File: config.mk
export PLATFORM = sky130hd
export DESIGN_NAME = cnn_node_ctl
export DESIGN_NICKNAME = d
export VERILOG_FILES = /design/src/logic/cnn_pkg.sv /design/src/logic/cnn_nmt_if.sv /design/src/logic/cnn_node_ctl.sv /design/src/logic/cnn_nmt_fsm.sv /design/src/logic/cnn_cfg_sel.sv
export SDC_FILE = /design/constraint.sdc
export NUM_CORES = 1
export LEC_CHECK = 0
export BUFFER_PORTS_ARGS = -buffer_cell sky130_fd_sc_hd__buf_2
export CAP_MARGIN = 10
export CORE_AREA = 3 3 97 99
export DETAILED_ROUTE_END_ITERATION = 6
export DIE_AREA = 0 0 100 102
export PLACE_DENSITY = 0.8
export RECOVER_POWER = 100
export SLEW_MARGIN = 20
export SYNTH_ARGS = -nofsm -noshare
export SYNTH_HDL_FRONTEND = slang
export SYNTH_SLANG_ARGS = --single-unit
File: constraint.sdc
create_clock -name clk -period 3 [get_ports clk]
set_clock_uncertainty 0.2 [all_clocks]
set_input_delay 0.15 -clock clk [delete_from_list [all_inputs] [get_ports clk]]
set_output_delay 0.15 -clock clk [all_outputs]
set_load 0.05 [all_outputs]
File: src/logic/cnn_pkg.sv
// constants, types and helpers for the node configuration and nmt block
// ==========================================================================
package cnn_pkg;

  // ========================================================================
  // register map, byte addresses
  localparam logic [3:0] ADDR_STORED_ID = 4'h0;
  localparam logic [3:0] ADDR_STORED_RATE = 4'h4;
  localparam logic [3:0] ADDR_LSS = 4'h8;
  localparam logic [3:0] ADDR_STATUS = 4'hC;

  // field positions
  localparam int STAT_STATE_LSB = 0;
  localparam int STAT_ID_LSB = 8;
  localparam int STAT_RATE_LSB = 16;
  localparam int STAT_SW_LSB = 24;
  localparam int LSS_RATE_LSB = 8;

  // ========================================================================
  // node id and bit rate
  localparam logic [6:0] ID_RESET = 7'h06;
  localparam logic [6:0] ID_MASTER = 7'h00;
  localparam logic [2:0] RATE_10K = 3'h0;
  localparam logic [2:0] RATE_20K = 3'h1;
  localparam logic [2:0] RATE_50K = 3'h2;
  localparam logic [2:0] RATE_125K = 3'h3;
  localparam logic [2:0] RATE_250K = 3'h4;
  localparam logic [2:0] RATE_500K = 3'h5;
  localparam logic [2:0] RATE_800K = 3'h6;
  localparam logic [2:0] RATE_1000K = 3'h7;
  localparam logic [2:0] RATE_RESET = RATE_125K;

  // ========================================================================
  // nmt commands and identifier bases
  localparam logic [7:0] NMT_START = 8'h01;
  localparam logic [7:0] NMT_STOP = 8'h02;
  localparam logic [7:0] NMT_PREOP = 8'h80;
  localparam logic [7:0] NMT_RST_NODE = 8'h81;
  localparam logic [7:0] NMT_RST_COMM = 8'h82;
  localparam logic [10:0] COB_EMCY = 11'h080;
  localparam logic [10:0] COB_TPDO = 11'h180;
  localparam logic [10:0] COB_TSDO = 11'h580;
  localparam logic [10:0] COB_RSDO = 11'h600;

  // cycles spent initialising before pre-operational
  localparam int INIT_CYCLES = 4;

  typedef enum logic [1:0] {CNN_INIT, CNN_PREOP, CNN_OPER, CNN_STOP} cnn_state_e;

  // channel identifier is base plus node id
  function automatic logic [10:0] cnn_cob(input logic [10:0] base, input logic [6:0] id);
    cnn_cob = base + {4'h0, id};
  endfunction : cnn_cob

endpackage : cnn_pkg

File: src/logic/cnn_nmt_if.sv
// nmt command and state carrier between controller and state machine
`timescale 1ns/100ps
interface cnn_nmt_if;
  import cnn_pkg::*;
  logic cmd_valid;
  logic [7:0] cmd;
  cnn_state_e state;
  logic latch;
  modport fsm (input cmd_valid, input cmd, output state, output latch);
  modport ctl (output cmd_valid, output cmd, input state, input latch);
endinterface : cnn_nmt_if

File: src/logic/cnn_node_ctl.sv
// top: avalon registers, switch sync, settings latch, traffic enables
`timescale 1ns/100ps
module cnn_node_ctl
  import cnn_pkg::*;
(
  input wire logic clk,
  input wire logic sys_rst,
  input wire logic [3:0] avs_address,
  input wire logic avs_read,
  input wire logic avs_write,
  input wire logic [31:0] avs_writedata,
  output logic [31:0] avs_readdata,
  output logic avs_waitrequest,
  input wire logic [7:0] cfg_sw,
  input wire logic nmt_valid,
  input wire logic [7:0] nmt_cmd,
  input wire logic [6:0] nmt_node,
  output logic [1:0] nmt_state,
  output logic [6:0] node_id,
  output logic [2:0] bit_rate,
  output logic [10:0] cob_tsdo,
  output logic [10:0] cob_rsdo,
  output logic [10:0] cob_tpdo,
  output logic [10:0] cob_emcy,
  output logic sdo_en,
  output logic pdo_en,
  output logic emcy_en,
  output logic guard_en,
  output logic lss_en
);

  // ========================================================================
  // switch synchroniser
  logic [7:0] sw_meta_ff;
  logic [7:0] sw_ff;

  // no reset: the chain fills with the switch levels while reset is held,
  // so the latch right after release already sees the real switches
  always_ff @(posedge clk) begin
    sw_meta_ff <= cfg_sw;
  end

  always_ff @(posedge clk) begin
    sw_ff <= sw_meta_ff;
  end

  // ========================================================================
  // stored settings and bus slave
  // stored values survive sys_rst, which stands for a power cycle; only
  // the power-on value is the factory setting
  logic [6:0] stored_id_ff = ID_RESET;
  logic [2:0] stored_rate_ff = RATE_RESET;
  logic wait_ff;
  logic [31:0] rdata_ff;
  logic wr_go;
  logic lss_ok;
  logic [6:0] sel_id;
  logic [2:0] sel_rate;
  logic [6:0] wr_id;
  logic [2:0] wr_lss_rate;
  logic [31:0] nxt_rdata;

  // one wait state: the edge with waitrequest low is the acceptance edge
  // one decode per write target, shared by the id and rate registers
  logic rd_take;
  logic wr_id_hit;
  logic wr_rate_hit;
  logic wr_lss_hit;
  logic lss_id_ok;

  assign wr_go = avs_write && !wait_ff;
  assign rd_take = avs_read && wait_ff;
  assign wr_id = avs_writedata[6:0];
  assign wr_lss_rate = avs_writedata[LSS_RATE_LSB+:3];
  assign wr_id_hit = wr_go && avs_address == ADDR_STORED_ID && wr_id != ID_MASTER;
  assign wr_rate_hit = wr_go && avs_address == ADDR_STORED_RATE;
  assign wr_lss_hit = wr_go && avs_address == ADDR_LSS && lss_ok;
  assign lss_id_ok = wr_lss_hit && wr_id != ID_MASTER;

  // waitrequest rises again right after the accept edge, so back to back
  // requests each see their own wait state
  always_ff @(posedge clk) begin
    if (sys_rst) begin
      wait_ff <= 1'b1;
    end else begin
      wait_ff <= !((avs_read || avs_write) && wait_ff);
    end
  end

  // id 0 is refused so the active id always stays a slave id
  always_ff @(posedge clk) begin
    if (wr_id_hit) begin
      stored_id_ff <= wr_id;
    end else if (lss_id_ok) begin
      stored_id_ff <= wr_id;
    end
  end

  always_ff @(posedge clk) begin
    if (wr_rate_hit) begin
      stored_rate_ff <= avs_writedata[2:0];
    end else if (wr_lss_hit) begin
      stored_rate_ff <= wr_lss_rate;
    end
  end

  always_comb begin
    nxt_rdata = 32'h0000_0000;
    unique case (avs_address)
      ADDR_STORED_ID: nxt_rdata[6:0] = stored_id_ff;
      ADDR_STORED_RATE: nxt_rdata[2:0] = stored_rate_ff;
      ADDR_LSS: nxt_rdata[0] = lss_ok;
      ADDR_STATUS: begin
        nxt_rdata[STAT_STATE_LSB+:2] = nmt_state;
        nxt_rdata[STAT_ID_LSB+:7] = node_id;
        nxt_rdata[STAT_RATE_LSB+:3] = bit_rate;
        nxt_rdata[STAT_SW_LSB+:8] = sw_ff;
      end
      default: nxt_rdata = 32'h0000_0000;
    endcase
  end

  always_ff @(posedge clk) begin
    if (sys_rst) begin
      rdata_ff <= 32'h0000_0000;
    end else if (rd_take) begin
      rdata_ff <= nxt_rdata;
    end
  end

  assign avs_readdata = rdata_ff;
  assign avs_waitrequest = wait_ff;

  // ========================================================================
  // selection and nmt state machine
  cnn_nmt_if nmt ();

  cnn_cfg_sel u_sel (
    .sw(sw_ff),
    .stored_id(stored_id_ff),
    .stored_rate(stored_rate_ff),
    .sel_id(sel_id),
    .sel_rate(sel_rate),
    .lss_ok(lss_ok)
  );

  // broadcast or addressed to this node
  assign nmt.cmd_valid = nmt_valid && (nmt_node == ID_MASTER || nmt_node == node_id);
  assign nmt.cmd = nmt_cmd;

  cnn_nmt_fsm u_fsm (
    .clk(clk),
    .sys_rst(sys_rst),
    .nmt(nmt.fsm)
  );

  // ========================================================================
  // active settings
  logic [6:0] id_ff;
  logic [2:0] rate_ff;
  logic rate_taken_ff;

  // the synchroniser is already filled at reset release; the latch pulse
  // holds the latch off for the first edge, so it is taken early in init
  logic id_taken_ff;

  // settings may be taken once the state machine sits in init and the
  // relatch pulse has passed
  logic init_open;
  assign init_open = nmt.state == CNN_INIT && !nmt.latch;

  always_ff @(posedge clk) begin
    if (sys_rst) begin
      id_taken_ff <= 1'b0;
    end else if (nmt.latch) begin
      id_taken_ff <= 1'b0;
    end else if (nmt.state == CNN_INIT && !id_taken_ff) begin
      id_taken_ff <= 1'b1;
    end
  end

  always_ff @(posedge clk) begin
    if (sys_rst) begin
      id_ff <= ID_RESET;
    end else if (init_open && !id_taken_ff) begin
      id_ff <= sel_id;
    end
  end

  // rate is only taken once per power-up, device reset keeps it
  always_ff @(posedge clk) begin
    if (sys_rst) begin
      rate_taken_ff <= 1'b0;
    end else if (init_open) begin
      rate_taken_ff <= 1'b1;
    end
  end

  always_ff @(posedge clk) begin
    if (sys_rst) begin
      rate_ff <= RATE_RESET;
    end else if (init_open && !rate_taken_ff) begin
      rate_ff <= sel_rate;
    end
  end

  // ========================================================================
  // registered outputs
  always_ff @(posedge clk) begin
    if (sys_rst) begin
      nmt_state <= 2'h0;
    end else begin
      nmt_state <= nmt.state;
    end
  end

  always_ff @(posedge clk) begin
    if (sys_rst) begin
      node_id <= ID_RESET;
    end else begin
      node_id <= id_ff;
    end
  end

  always_ff @(posedge clk) begin
    if (sys_rst) begin
      bit_rate <= RATE_RESET;
    end else begin
      bit_rate <= rate_ff;
    end
  end

  // channel ids follow id_ff, so they change in the same edge as node_id
  always_ff @(posedge clk) begin
    if (sys_rst) begin
      cob_tsdo <= 11'h000;
    end else begin
      cob_tsdo <= cnn_cob(COB_TSDO, id_ff);
    end
  end

  always_ff @(posedge clk) begin
    if (sys_rst) begin
      cob_rsdo <= 11'h000;
    end else begin
      cob_rsdo <= cnn_cob(COB_RSDO, id_ff);
    end
  end

  always_ff @(posedge clk) begin
    if (sys_rst) begin
      cob_tpdo <= 11'h000;
    end else begin
      cob_tpdo <= cnn_cob(COB_TPDO, id_ff);
    end
  end

  always_ff @(posedge clk) begin
    if (sys_rst) begin
      cob_emcy <= 11'h000;
    end else begin
      cob_emcy <= cnn_cob(COB_EMCY, id_ff);
    end
  end

  // ========================================================================
  // traffic permissions per nmt state
  logic nxt_sdo_en;
  logic nxt_pdo_en;
  logic nxt_emcy_en;
  logic nxt_guard_en;

  always_comb begin
    nxt_sdo_en = 1'b0;
    nxt_pdo_en = 1'b0;
    nxt_emcy_en = 1'b0;
    nxt_guard_en = 1'b0;
    unique case (nmt.state)
      CNN_INIT: nxt_guard_en = 1'b0;
      CNN_PREOP: begin
        nxt_sdo_en = 1'b1;
        nxt_guard_en = 1'b1;
      end
      CNN_OPER: begin
        nxt_sdo_en = 1'b1;
        nxt_pdo_en = 1'b1;
        nxt_emcy_en = 1'b1;
        nxt_guard_en = 1'b1;
      end
      CNN_STOP: nxt_guard_en = 1'b1;
    endcase
  end

  always_ff @(posedge clk) begin
    if (sys_rst) begin
      sdo_en <= 1'b0;
    end else begin
      sdo_en <= nxt_sdo_en;
    end
  end

  always_ff @(posedge clk) begin
    if (sys_rst) begin
      pdo_en <= 1'b0;
    end else begin
      pdo_en <= nxt_pdo_en;
    end
  end

  always_ff @(posedge clk) begin
    if (sys_rst) begin
      emcy_en <= 1'b0;
    end else begin
      emcy_en <= nxt_emcy_en;
    end
  end

  always_ff @(posedge clk) begin
    if (sys_rst) begin
      guard_en <= 1'b0;
    end else begin
      guard_en <= nxt_guard_en;
    end
  end

  // lss_en follows the synchronised switches, not the nmt state
  always_ff @(posedge clk) begin
    if (sys_rst) begin
      lss_en <= 1'b0;
    end else begin
      lss_en <= lss_ok;
    end
  end

endmodule : cnn_node_ctl

File: src/logic/cnn_nmt_fsm.sv
// nmt state machine of the node
`timescale 1ns/100ps
module cnn_nmt_fsm
  import cnn_pkg::*;
(
  input wire logic clk,
  input wire logic sys_rst,
  cnn_nmt_if.fsm nmt
);

  // ========================================================================
  // state and init timer
  cnn_state_e state_ff;
  logic [7:0] init_cnt_ff;
  logic latch_ff;
  logic is_reset_cmd;

  assign is_reset_cmd = nmt.cmd_valid && (nmt.cmd == NMT_RST_NODE || nmt.cmd == NMT_RST_COMM);
  assign nmt.state = state_ff;
  assign nmt.latch = latch_ff;

  always_ff @(posedge clk) begin
    if (sys_rst) begin
      state_ff <= CNN_INIT;
      init_cnt_ff <= 8'h00;
    end else if (is_reset_cmd) begin
      state_ff <= CNN_INIT;
      init_cnt_ff <= 8'h00;
    end else begin
      unique case (state_ff)
        CNN_INIT: begin
          if (init_cnt_ff == 8'(INIT_CYCLES - 1)) begin
            state_ff <= CNN_PREOP;
          end else begin
            init_cnt_ff <= init_cnt_ff + 8'h01;
          end
        end
        CNN_PREOP, CNN_OPER, CNN_STOP: begin
          if (nmt.cmd_valid && nmt.cmd == NMT_START) begin
            state_ff <= CNN_OPER;
          end else if (nmt.cmd_valid && nmt.cmd == NMT_STOP) begin
            state_ff <= CNN_STOP;
          end else if (nmt.cmd_valid && nmt.cmd == NMT_PREOP) begin
            state_ff <= CNN_PREOP;
          end
        end
      endcase
    end
  end

  // settings latch once per entry into init
  always_ff @(posedge clk) begin
    if (sys_rst) begin
      latch_ff <= 1'b1;
    end else begin
      latch_ff <= is_reset_cmd;
    end
  end

endmodule : cnn_nmt_fsm

File: src/logic/cnn_cfg_sel.sv
// picks node id and bit rate from switches or stored values
`timescale 1ns/100ps
module cnn_cfg_sel
  import cnn_pkg::*;
(
  input wire logic [7:0] sw,
  input wire logic [6:0] stored_id,
  input wire logic [2:0] stored_rate,
  output logic [6:0] sel_id,
  output logic [2:0] sel_rate,
  output logic lss_ok
);

  // ========================================================================
  // selection
  always_comb begin
    if (sw[5:0] == 6'h00) begin
      sel_id = stored_id;
    end else begin
      sel_id = {1'b0, sw[5:0]};
    end
    unique case ({sw[7], sw[6]})
      2'b10: sel_rate = RATE_250K;
      2'b01: sel_rate = RATE_500K;
      2'b11: sel_rate = RATE_1000K;
      2'b00: sel_rate = stored_rate;
    endcase
    lss_ok = (sw == 8'h00);
  end

endmodule : cnn_cfg_sel

==> results of run 1 <==
## metrics by stage
stage | util | hold slack [ps] | std cells | setup slack (ps)
3_5_place_dp | 0.477 | 53.6 | 547 | 653
2_1_floorplan | - | -22.3 | 376 | 188
6_report | 0.512 | 37.2 | 588 | 232
3_3_place_gp | 0.477 | 53.2 | 547 | 744
4_1_cts | 0.530 | 43.7 | 588 | 268
5_1_grt | 0.512 | 64.1 | 588 | 88.0
## logic make-up after synthesis
kind of cell	Yosys count	share of synthesized area
buffers and inverters	70	0.122
flip-flops	94	0.535
other	1	0.00101
multiplexers	6	0.0172
AO/OA/AOI/OAI	60	0.120
AND/OR/NAND/NOR	113	0.159
XOR/XNOR	15	0.0355
adder cells (fa/ha/maj)	3	0.0101
## cell usage after synthesis, types with 3 or more instances
cell                        n
sky130_fd_sc_hd__a211oi_1   4
sky130_fd_sc_hd__a21oi_1   13
sky130_fd_sc_hd__a22oi_1   22
sky130_fd_sc_hd__buf_2      3
sky130_fd_sc_hd__buf_4     49
sky130_fd_sc_hd__clkbuf_1  10
sky130_fd_sc_hd__dfxtp_1   84
sky130_fd_sc_hd__edfxtp_1  10
sky130_fd_sc_hd__ha_1       3
sky130_fd_sc_hd__inv_1      6
sky130_fd_sc_hd__mux2_2     3
sky130_fd_sc_hd__mux2i_1    3
sky130_fd_sc_hd__nand2_1    8
sky130_fd_sc_hd__nand2b_1   3
sky130_fd_sc_hd__nand3_1    6
sky130_fd_sc_hd__nand4_1    3
sky130_fd_sc_hd__nor2_1    47
sky130_fd_sc_hd__nor2b_1   12
sky130_fd_sc_hd__nor3_1     9
sky130_fd_sc_hd__nor4_1     4
sky130_fd_sc_hd__o211ai_1   3
sky130_fd_sc_hd__o21ai_0    7
sky130_fd_sc_hd__or2_2      5
sky130_fd_sc_hd__xnor2_1   13
## sequential cells by signal, summed over array words and instances, names as in the netlist, 2 cells and up
signal and cells:
stored_rate_ff 3, u_fsm.nmt.state 2, rate_ff 3, sw_meta_ff 8
avs_readdata 25, stored_id_ff 7, cob_tsdo 4, u_fsm.init_cnt_ff 8
node_id 6, id_ff 7, nmt_state 2, bit_rate 3
sw_ff 8
## power breakdown
part	switching (mW)	total [mW]	leakage [nW]	internal (mW)
sequential	0.0699	1.43	0.779	1.36
clock	0.475	0.879	0.108	0.404
combinational	0.518	0.730	0.786	0.212
total	1.06	3.04	1.67	1.98
## what timing repair did
item,CTS,global route
hold buffers,25,0
hold endpoints to repair,32,0
buffers inserted,0,0
## how the worst max path moves through the flow
stage	startpoint	endpoint	slack [ps]	cells after the start
6_report	u_fsm.init_cnt_ff[0]	u_fsm.nmt.state[0]	230	7
5_1_grt	u_fsm.init_cnt_ff[0]	u_fsm.nmt.state[0]	90	6
4_1_cts	u_fsm.init_cnt_ff[0]	u_fsm.nmt.state[0]	270	6
3_5_place_dp	avs_waitrequest	avs_readdata[28]	650	7
3_3_place_gp	avs_waitrequest	avs_readdata[29]	740	7
2_1_floorplan	sw_ff[3]	stored_id_ff[0]	190	4
## layer usage
layer / wire length (um) / global-route usage / vias to the layer above / part of all wire
li1: - / - / 1420 / -
met1: 3600 / 0.201 / 1371 / 0.42
met2: 4250 / 0.287 / 139 / 0.49
met3: 745 / 0.0512 / 8 / 0.086
met4: 53 / 0.0446 / 0 / 0.0061
met5: 0 / 0 / - / 0
## critical path, delay by kind of cell, from the launching register on
family                   cells  cell delay, ps
AO/OA/AOI/OAI                3             720
AND/OR/NAND/NOR              2             630
buffers and inverters        1             570
flip-flops                   1             380
adder cells (fa/ha/maj)      1             220
## final cells by class
cell class	instances	area, um^2	area share
Timing Repair Buffer	152	773	0.175
Sequential cell	94	1980	0.448
Multi-Input combinational cell	212	1300	0.293
Clock inverter	7	87.6	0.0198
Clock buffer	9	124	0.0280
Inverter	6	22.5	0.00509
Tap cell	108	135	0.0306
==> flow_metrics.py, run 1 <==
metrics = {
    "logic_synthesis": {
        "synthesis.area_um2": 3700,
        "synth.yosys.warnings": 0,
        "async_reset_ff_frac": 0,
        "synthCells": 362,
        "biggest_area_consumer_among_synthesized_cells": "sky130_fd_sc_hd__dfxtp_1",
        "synth.top_cell.area_share": 0.454,
        "ys_seq_area_frac": 0.535,
        "post_synth_num_cell_types": 49,
        "number_of_enable_flip_flop_cells_after_synthesis": 10,
        "ys_seq_elements": 94,
        "ys_dominant_reg_cell": "sky130_fd_sc_hd__dfxtp_1",
        "synth_top_cells_by_area": "sky130_fd_sc_hd__dfxtp_1 45%, sky130_fd_sc_hd__buf_4 9.9%, sky130_fd_sc_hd__edfxtp_1 8.1%, sky130_fd_sc_hd__nor2_1 4.8%, sky130_fd_sc_hd__a22oi_1 4.5%",
        "avgSynthCellArea_um2": 10.2,
    },
    "job": {
        "number_of_maximum_capacitance_violations": 0,
    },
    "placement": {
        "finalWeightedCongestion": 0.771,
        "postPlaceCellArea_um2": 4120,
        "dp_hpwl_um": 5980,
        "io_buffer_count": 120,
    },
    "clocking": {
        "cts_tree": "built",
        "cts_resized": 0,
        "htree_num_levels": 3,
        "cts-buffers-inserted": 9,
        "number_of_sinks_driven_by_the_clock_tree": 94,
        "worst_setup_hold_path_clk_slew_ps": 90,
        "clkLatencyLatePin_ps": 360,
        "cts-root-buf": "sky130_fd_sc_hd__clkbuf_8",
        "cts_max_path_buffers": 2,
    },
    "min_path": {
        "timing.hold.worst.start": "avs_address[0]",
        "min_path_type": "in2reg",
        "hold_path_depth": 3,
        "hold_path_end": "avs_readdata[0]",
    },
    "sta": {
        "timing.max_slew.rel_slack": 0.137,
        "slew_viol_final": 0,
        "final-setup-viol-count": 0,
        "max_freq_ghz": 0.361,
        "finalWorstPathRequiredPeriod_ps": 2770,
        "period_share": 0.923,
        "fin_setup_tns_ps": 0,
        "setup_repair_after_global_routing_missed_its_margin": "false",
        "timing_hold_violations_final": 0,
        "worst_slew_pin_slew_ps": 1300,
    },
    "grt": {
        "global_route_wire_length_before_repair_um": 13200,
        "grt_max_degree": 30,
        "antenna_found_initial": 0,
        "grt_pass1_vias": 2676,
        "groute.usage.overall": 0.166,
        "grt_overflow_total": 0,
    },
    "worst_setup_path": {
        "reg2reg_setup_slack_ps": 230,
        "worst_path_class_setup": "reg2reg",
        "setup.worst_path.start_class": "register",
        "critical_path.reg2reg.startpoint": "u_fsm.init_cnt_ff[0]",
        "worst_r2r_endpoint": "u_fsm.nmt.state[0]",
        "reg2regPathDepth": 7,
        "critical_path.max_stage_delay_ps": 570,
        "worstPathCellList": "ha_1, or4b_1, o41a_4, nor2_2, a31oi_1, a311oi_2, dlygate4sd3_1",
        "cp.required_ps": 3100,
        "critical_path_peak_fanout": 5,
        "endpoint_kind": "register",
        "critPathSlowestCell": "sky130_fd_sc_hd__dlygate4sd3_1",
        "critPathArrivalTime_ps": 2870,
    },
    "route": {
        "detailroute.via_count": 2938,
        "drc": 0,
        "drt_iter0_markers": 159,
        "detailedRoute.firstPassIterationCount": 5,
        "vias_per_cell": 5.00,
        "routedWlPerCell_um": 14.7,
        "drtAntennaViolNets": 0,
        "finalWirelength_um": 8650,
    },
    "floorplanning": {
        "die_area_um2": 10200,
        "initial_core_util": 0.429,
        "top_level_ports": 158,
        "chipHeight_um": 102,
        "fp.dieW_um": 100,
        "fp-row-count": 34,
        "design.core.area_um2": 8640,
    },
    "power": {
        "cellLeakagePower_nw": 1.67,
        "vdd.ir_drop.worst_v": 0.000331,
        "p_per_area_nw_per_um2": 688,
        "total_power_mw": 3.04,
    },
    "final_layout": {
        "mostFrequentLayoutCells": "92 x sky130_fd_sc_hd__clkbuf_1, 84 x sky130_fd_sc_hd__dfxtp_1, 48 x sky130_fd_sc_hd__nor2_1",
        "nets": 542,
        "layout.filler_cells": 799,
        "commonest_non_fill_non_tap_cell_in_the_layout": "sky130_fd_sc_hd__clkbuf_1",
        "insertedDiodeCount": 0,
        "final_area_um2": 4420,
        "layout-drive-gt1-share": 0.138,
        "area_growth_pct": 19.4,
    },
    "run_status": {
        "run_status": "completed",
    },
}
Note: power is estimated with default switching activity, not from simulation.
==> inputs of run 2 (changes only) <==
CORE_AREA = 2 2 96 98   (was 3 3 97 99)
DIE_AREA = 0 0 98 100   (was 0 0 100 102)
==> run 2 against run 1 <==
Power down 2.9%. Critical path depth is the same. Count of clock-buffer cells in the layout stayed put. First-iteration DRC count fell by 40%. Global-route usage down 0.34 points. Via count decreased by 1.6%. Non-clock buffer count is 1 lower. Flip-flop and latch count stayed put. Combinational power hardly changed. Maximum frequency shrank 0.67%. Wire length down 6.9%. Final cell count rose by 0.34%.
==> flow_metrics.py, run 2 (same netlist as run 1, synthesis figures left out) <==
metrics = {
    "final_layout": {
        "max_reg_flops": 25,
        "layout-drive-gt1-share": 0.146,
        "finish.utilization": 0.496,
        "area_growth_pct": 19.0,
        "mostFrequentLayoutCells": "89 x sky130_fd_sc_hd__clkbuf_1, 84 x sky130_fd_sc_hd__dfxtp_1, 48 x sky130_fd_sc_hd__nor2_1",
        "insertedDiodeCount": 0,
        "nets": 541,
        "commonest_non_fill_non_tap_cell_in_the_layout": "sky130_fd_sc_hd__clkbuf_1",
    },
    "floorplanning": {
        "design.core.area_um2": 8890,
        "initial_core_util": 0.417,
        "chipHeight_um": 100,
        "die_area_um2": 9800,
        "fp-row-count": 35,
        "top_level_ports": 158,
        "fp.dieW_um": 98,
    },
    "clocking": {
        "cts.repair_timing.setup_buffer_count": 0,
        "cts_resized": 0,
        "clkLatencyLatePin_ps": 360,
        "cts-buffers-inserted": 9,
        "cts-root-buf": "sky130_fd_sc_hd__clkbuf_8",
        "cts_max_path_buffers": 2,
        "worst_setup_hold_path_clk_slew_ps": 100,
        "htree_num_levels": 3,
        "number_of_buffers_added_to_fix_hold_violations_after_cts": 25,
        "cts_tree": "built",
        "number_of_sinks_driven_by_the_clock_tree": 94,
    },
    "route": {
        "vias_per_cell": 4.90,
        "drt_iter0_markers": 96,
        "wl_met1_um": 3570,
        "met2RoutedLength_um": 3820,
        "detailedRoute.firstPassIterationCount": 4,
        "finalWirelength_um": 8060,
        "routedWlPerCell_um": 13.7,
        "met3_length_um": 517,
        "drc": 0,
        "drtAntennaViolNets": 0,
        "detailroute.via_count": 2890,
        "dr.max_layer_used": "met4",
    },
    "worst_setup_path": {
        "worst_path_dominant_cell_family": "compound AO/OA/AOI/OAI gates",
        "setup.worst_path.start_class": "register",
        "critPathArrivalTime_ps": 2890,
        "critical_path_peak_fanout": 5,
        "critical_path.max_stage_delay_ps": 560,
        "worst_path_class_setup": "reg2reg",
        "cp.required_ps": 3110,
        "worstPathCellList": "ha_1, or4b_4, o41a_4, nor2_2, a31oi_1, a311oi_2, dlygate4sd3_1",
        "endpoint_kind": "register",
        "number_of_buffer_and_inverter_stages_on_the_critical_path": 1,
        "critPathSlowestCell": "sky130_fd_sc_hd__dlygate4sd3_1",
    },
    "sta": {
        "max_freq_ghz": 0.359,
        "timing_hold_violations_final": 0,
        "setup_repair_after_global_routing_missed_its_margin": "false",
        "period_share": 0.929,
        "worst_slew_pin_slew_ps": 1280,
        "final-setup-viol-count": 0,
        "slew_viol_final": 0,
        "fin_setup_tns_ps": 0,
        "finalWorstSetupSlack_ps": 213,
        "finalWorstPathRequiredPeriod_ps": 2790,
        "timing.max_slew.rel_slack": 0.146,
    },
    "grt": {
        "antenna_found_initial": 0,
        "grt_max_degree": 30,
        "grt_pass1_vias": 2644,
        "groute.usage.overall": 0.162,
        "global_route_wire_length_before_repair_um": 12700,
        "grt_overflow_total": 0,
    },
    "placement": {
        "dp_hpwl_um": 5600,
        "finalWeightedCongestion": 0.826,
        "io_buffer_count": 120,
        "place_worst_setup_slack_ps": 714,
    },
    "job": {
        "number_of_maximum_capacitance_violations": 0,
    },
    "run_status": {
        "run_status": "completed",
    },
    "power": {
        "vdd.ir_drop.worst_v": 0.000321,
        "cellLeakagePower_nw": 1.67,
        "p_per_area_nw_per_um2": 670,
    },
    "min_path": {
        "min_path_type": "in2reg",
    },
}
## run 2: worst paths after layout
kind                                           start            endpoint  slack [ps]  cells past startpoint
worst max register to register  u_fsm.init_cnt_ff[0]  u_fsm.nmt.state[0]         210                      7
worst max-delay path            u_fsm.init_cnt_ff[0]  u_fsm.nmt.state[0]         210                      7
worst min register to register         sw_meta_ff[4]            sw_ff[4]         140                      0
worst min-delay path                  avs_address[3]     avs_readdata[2]          60                      4
## run 2: power by group
group / switching, mW / leakage [nW] / total (mW) / internal [mW]
clock: 0.469 / 0.0946 / 0.790 / 0.321
sequential: 0.0684 / 0.779 / 1.43 / 1.36
combinational: 0.516 / 0.798 / 0.733 / 0.217
total: 1.05 / 1.67 / 2.95 / 1.90
## run 2: routing by layer
layer,track usage,vias to the layer above
met4,0.0769,0
met1,0.208,1353
li1,-,1411
met5,0,-
met2,0.262,114
met3,0.0362,12
## run 2: final cells by class
cell class | count | area [um^2]
inverter | 6 | 22.5
clock inverter | 7 | 62.6
fill | 850 | 4480
clock buffer | 9 | 124
multi-input combinational | 212 | 1300
sequential | 94 | 1980
timing repair buffer | 151 | 777
tap | 111 | 139
## run 2: tightest hold or removal path, stage by stage
cell and delay, ps:
sky130_fd_sc_hd__buf_2 190, sky130_fd_sc_hd__nor3_1 80, sky130_fd_sc_hd__a21oi_1 110, sky130_fd_sc_hd__nor2_1 40
## run 2: per-stage QoR
step           cell area, um^2  power, mW  hold WS [ps]  cells
6_report                  4410       2.95          56.1    590
4_1_cts                   4550       3.01          23.0    590
3_3_place_gp              4110       2.16          52.7    549
5_1_grt                   4410       3.10          51.1    590
3_5_place_dp              4110       2.18          53.6    549
2_1_floorplan             3760       2.07         -22.3    376
==> inputs of run 3 (changes only) <==
CORE_AREA = 2 2 95 97   (was 2 2 96 98)
CTS_BUF_LIST = sky130_fd_sc_hd__clkbuf_8   (was not set)
DIE_AREA = 0 0 97 99   (was 0 0 98 100)
PLACE_DENSITY = 0.82   (was 0.8)
SLEW_MARGIN = not set   (was 20)
==> run 3 against run 2 <==
Via count rose by 1.6%. Combinational power is 2% lower. First-iteration DRC count is 28% higher. Worst setup slack better by 83 ps. Register-to-register slack gained 80 ps. Worst hold slack worse by 43 ps. Sequential power about the same. Sequential share of layout area down 0.10 points. Die area decreased by 2.0%. Maximum frequency is 3.1% higher.
==> flow_metrics.py, run 3 (same netlist as run 1, synthesis figures left out) <==
metrics = {
    "run_status": {
        "run_status": "completed",
    },
    "clocking": {
        "worst_setup_hold_path_clk_slew_ps": 100,
        "cts_max_path_buffers": 2,
        "clkLatencyLatePin_ps": 370,
        "number_of_sinks_driven_by_the_clock_tree": 94,
        "cts.repair_timing.setup_buffer_count": 0,
        "cts-buffers-inserted": 9,
        "cts-root-buf": "sky130_fd_sc_hd__clkbuf_8",
        "cts_tree": "built",
        "htree_num_levels": 3,
    },
    "sta": {
        "timing_hold_violations_final": 0,
        "setup_repair_after_global_routing_missed_its_margin": "false",
        "final-setup-viol-count": 0,
        "slew_viol_final": 0,
        "fin_setup_tns_ps": 0,
        "max_freq_ghz": 0.370,
        "finalWorstPathRequiredPeriod_ps": 2700,
        "worst_slew_pin_slew_ps": 732,
        "timing.max_slew.rel_slack": 0.512,
        "period_share": 0.901,
        "fin_worst_hold_slack_ps": 13.1,
    },
    "worst_setup_path": {
        "reg2regPathDepth": 5,
        "critical_path_peak_fanout": 7,
        "setup.worst_path.start_class": "register",
        "cp.required_ps": 2840,
        "worst_path_class_setup": "reg2reg",
        "endpoint_kind": "register",
        "critical_path.reg2reg.startpoint": "sw_ff[3]",
        "reg2reg_setup_slack_ps": 300,
        "worst_r2r_endpoint": "stored_id_ff[2]",
        "critPathArrivalTime_ps": 2550,
    },
    "final_layout": {
        "max_reg_flops": 25,
        "insertedDiodeCount": 0,
        "mostFrequentLayoutCells": "91 x sky130_fd_sc_hd__clkbuf_1, 84 x sky130_fd_sc_hd__dfxtp_1, 48 x sky130_fd_sc_hd__nor2_1",
        "nets": 542,
        "layoutNonFillerInstCount": 588,
        "area_growth_pct": 19.3,
        "commonest_non_fill_non_tap_cell_in_the_layout": "sky130_fd_sc_hd__clkbuf_1",
        "layout-drive-gt1-share": 0.142,
    },
    "min_path": {
        "min_path_type": "in2reg",
        "timing.hold.worst.start": "avs_address[1]",
        "hold_path_end": "avs_readdata[0]",
        "hold_path_depth": 3,
    },
    "route": {
        "routedWlPerCell_um": 14.1,
        "vias_per_cell": 4.99,
        "finalWirelength_um": 8290,
        "detailroute.via_count": 2935,
        "detailedRoute.firstPassIterationCount": 4,
        "drc": 0,
        "drtAntennaViolNets": 0,
        "drt_iter0_markers": 123,
    },
    "placement": {
        "placedCellCount": 547,
        "io_buffer_count": 120,
        "finalWeightedCongestion": 0.817,
        "dp_hpwl_um": 5670,
    },
    "floorplanning": {
        "fp-row-count": 34,
        "die_area_um2": 9600,
        "fp.dieW_um": 97,
        "chipHeight_um": 99,
        "top_level_ports": 158,
        "design.core.area_um2": 8550,
        "initial_core_util": 0.433,
    },
    "power": {
        "cellLeakagePower_nw": 1.67,
        "vdd.ir_drop.worst_v": 0.000315,
        "p_per_area_nw_per_um2": 676,
    },
    "grt": {
        "grt_pass1_vias": 2734,
        "grt_max_degree": 36,
        "antenna_found_initial": 0,
        "groute.usage.overall": 0.170,
        "grt_overflow_total": 0,
        "global_route_wire_length_before_repair_um": 12900,
    },
    "job": {
        "number_of_maximum_capacitance_violations": 0,
    },
}
## run 3: cell types whose count changed in the layout (fill, tap and decap cells not counted), sizes merged
cell	previous run	this run
clkbuf	98	103
buf	37	33
clkinv	1	4
clkinvlp	1	0
inv	11	9
## run 3: per-layer routing
metal / global-route usage / wire, um
met1: 0.207 / 3590
met2: 0.286 / 3950
met3: 0.0447 / 586
met4: 0.0758 / 163
met5: 0 / 0
## run 3: report_power, final
part,internal [mW],switching [mW]
Clock,0.330,0.501
Combinational,0.206,0.514
Sequential,1.36,0.0710
Total,1.90,1.09
## run 3: stage by stage
step / area, um^2 / power, mW / worst slack (ps) / utilization
after detailed placement: 4120 / 2.18 / 772 / 0.482
after global placement: 4120 / 2.17 / 773 / 0.482
after floorplan: 3760 / 2.07 / 188 / -
final: 4420 / 2.98 / 297 / 0.517
after global routing: 4420 / 3.13 / 202 / 0.517
after CTS: 4570 / 3.04 / 419 / 0.535
## run 3: timing repair
item | 4_1_cts | 5_1_grt
hold endpoints to repair | 32 | 0
resized for setup | 0 | 0
hold buffers | 25 | 0
## run 3: layout make-up
type	instances	area [um^2]
Inverter	6	22.5
Fill cell	848	4130
Clock inverter	7	78.8
Multi-Input combinational cell	212	1300
Clock buffer	9	124
Sequential cell	94	1980
Tap cell	108	135
Timing Repair Buffer	152	774
## run 3: how the worst max path moves through the flow
stage / start / endpoint / slack [ps] / cells after the start
detailed placement: sw_ff[3] / stored_id_ff[4] / 770 / 5
finish: sw_ff[3] / stored_id_ff[2] / 300 / 5
floorplan: sw_ff[3] / stored_id_ff[0] / 190 / 4
global route: sw_ff[3] / stored_id_ff[0] / 200 / 5
CTS: nmt_cmd[0] / u_fsm.nmt.state[0] / 420 / 8
global placement: sw_ff[3] / stored_id_ff[4] / 770 / 5
## run 3: worst max-delay path, stage by stage, from the launching register on
cell and delay [ps]:
sky130_fd_sc_hd__dfxtp_1 330, sky130_fd_sc_hd__or4_2 660, sky130_fd_sc_hd__nor3_1 280, sky130_fd_sc_hd__nand2_2 130, sky130_fd_sc_hd__a2111oi_0 410, sky130_fd_sc_hd__clkbuf_1 370
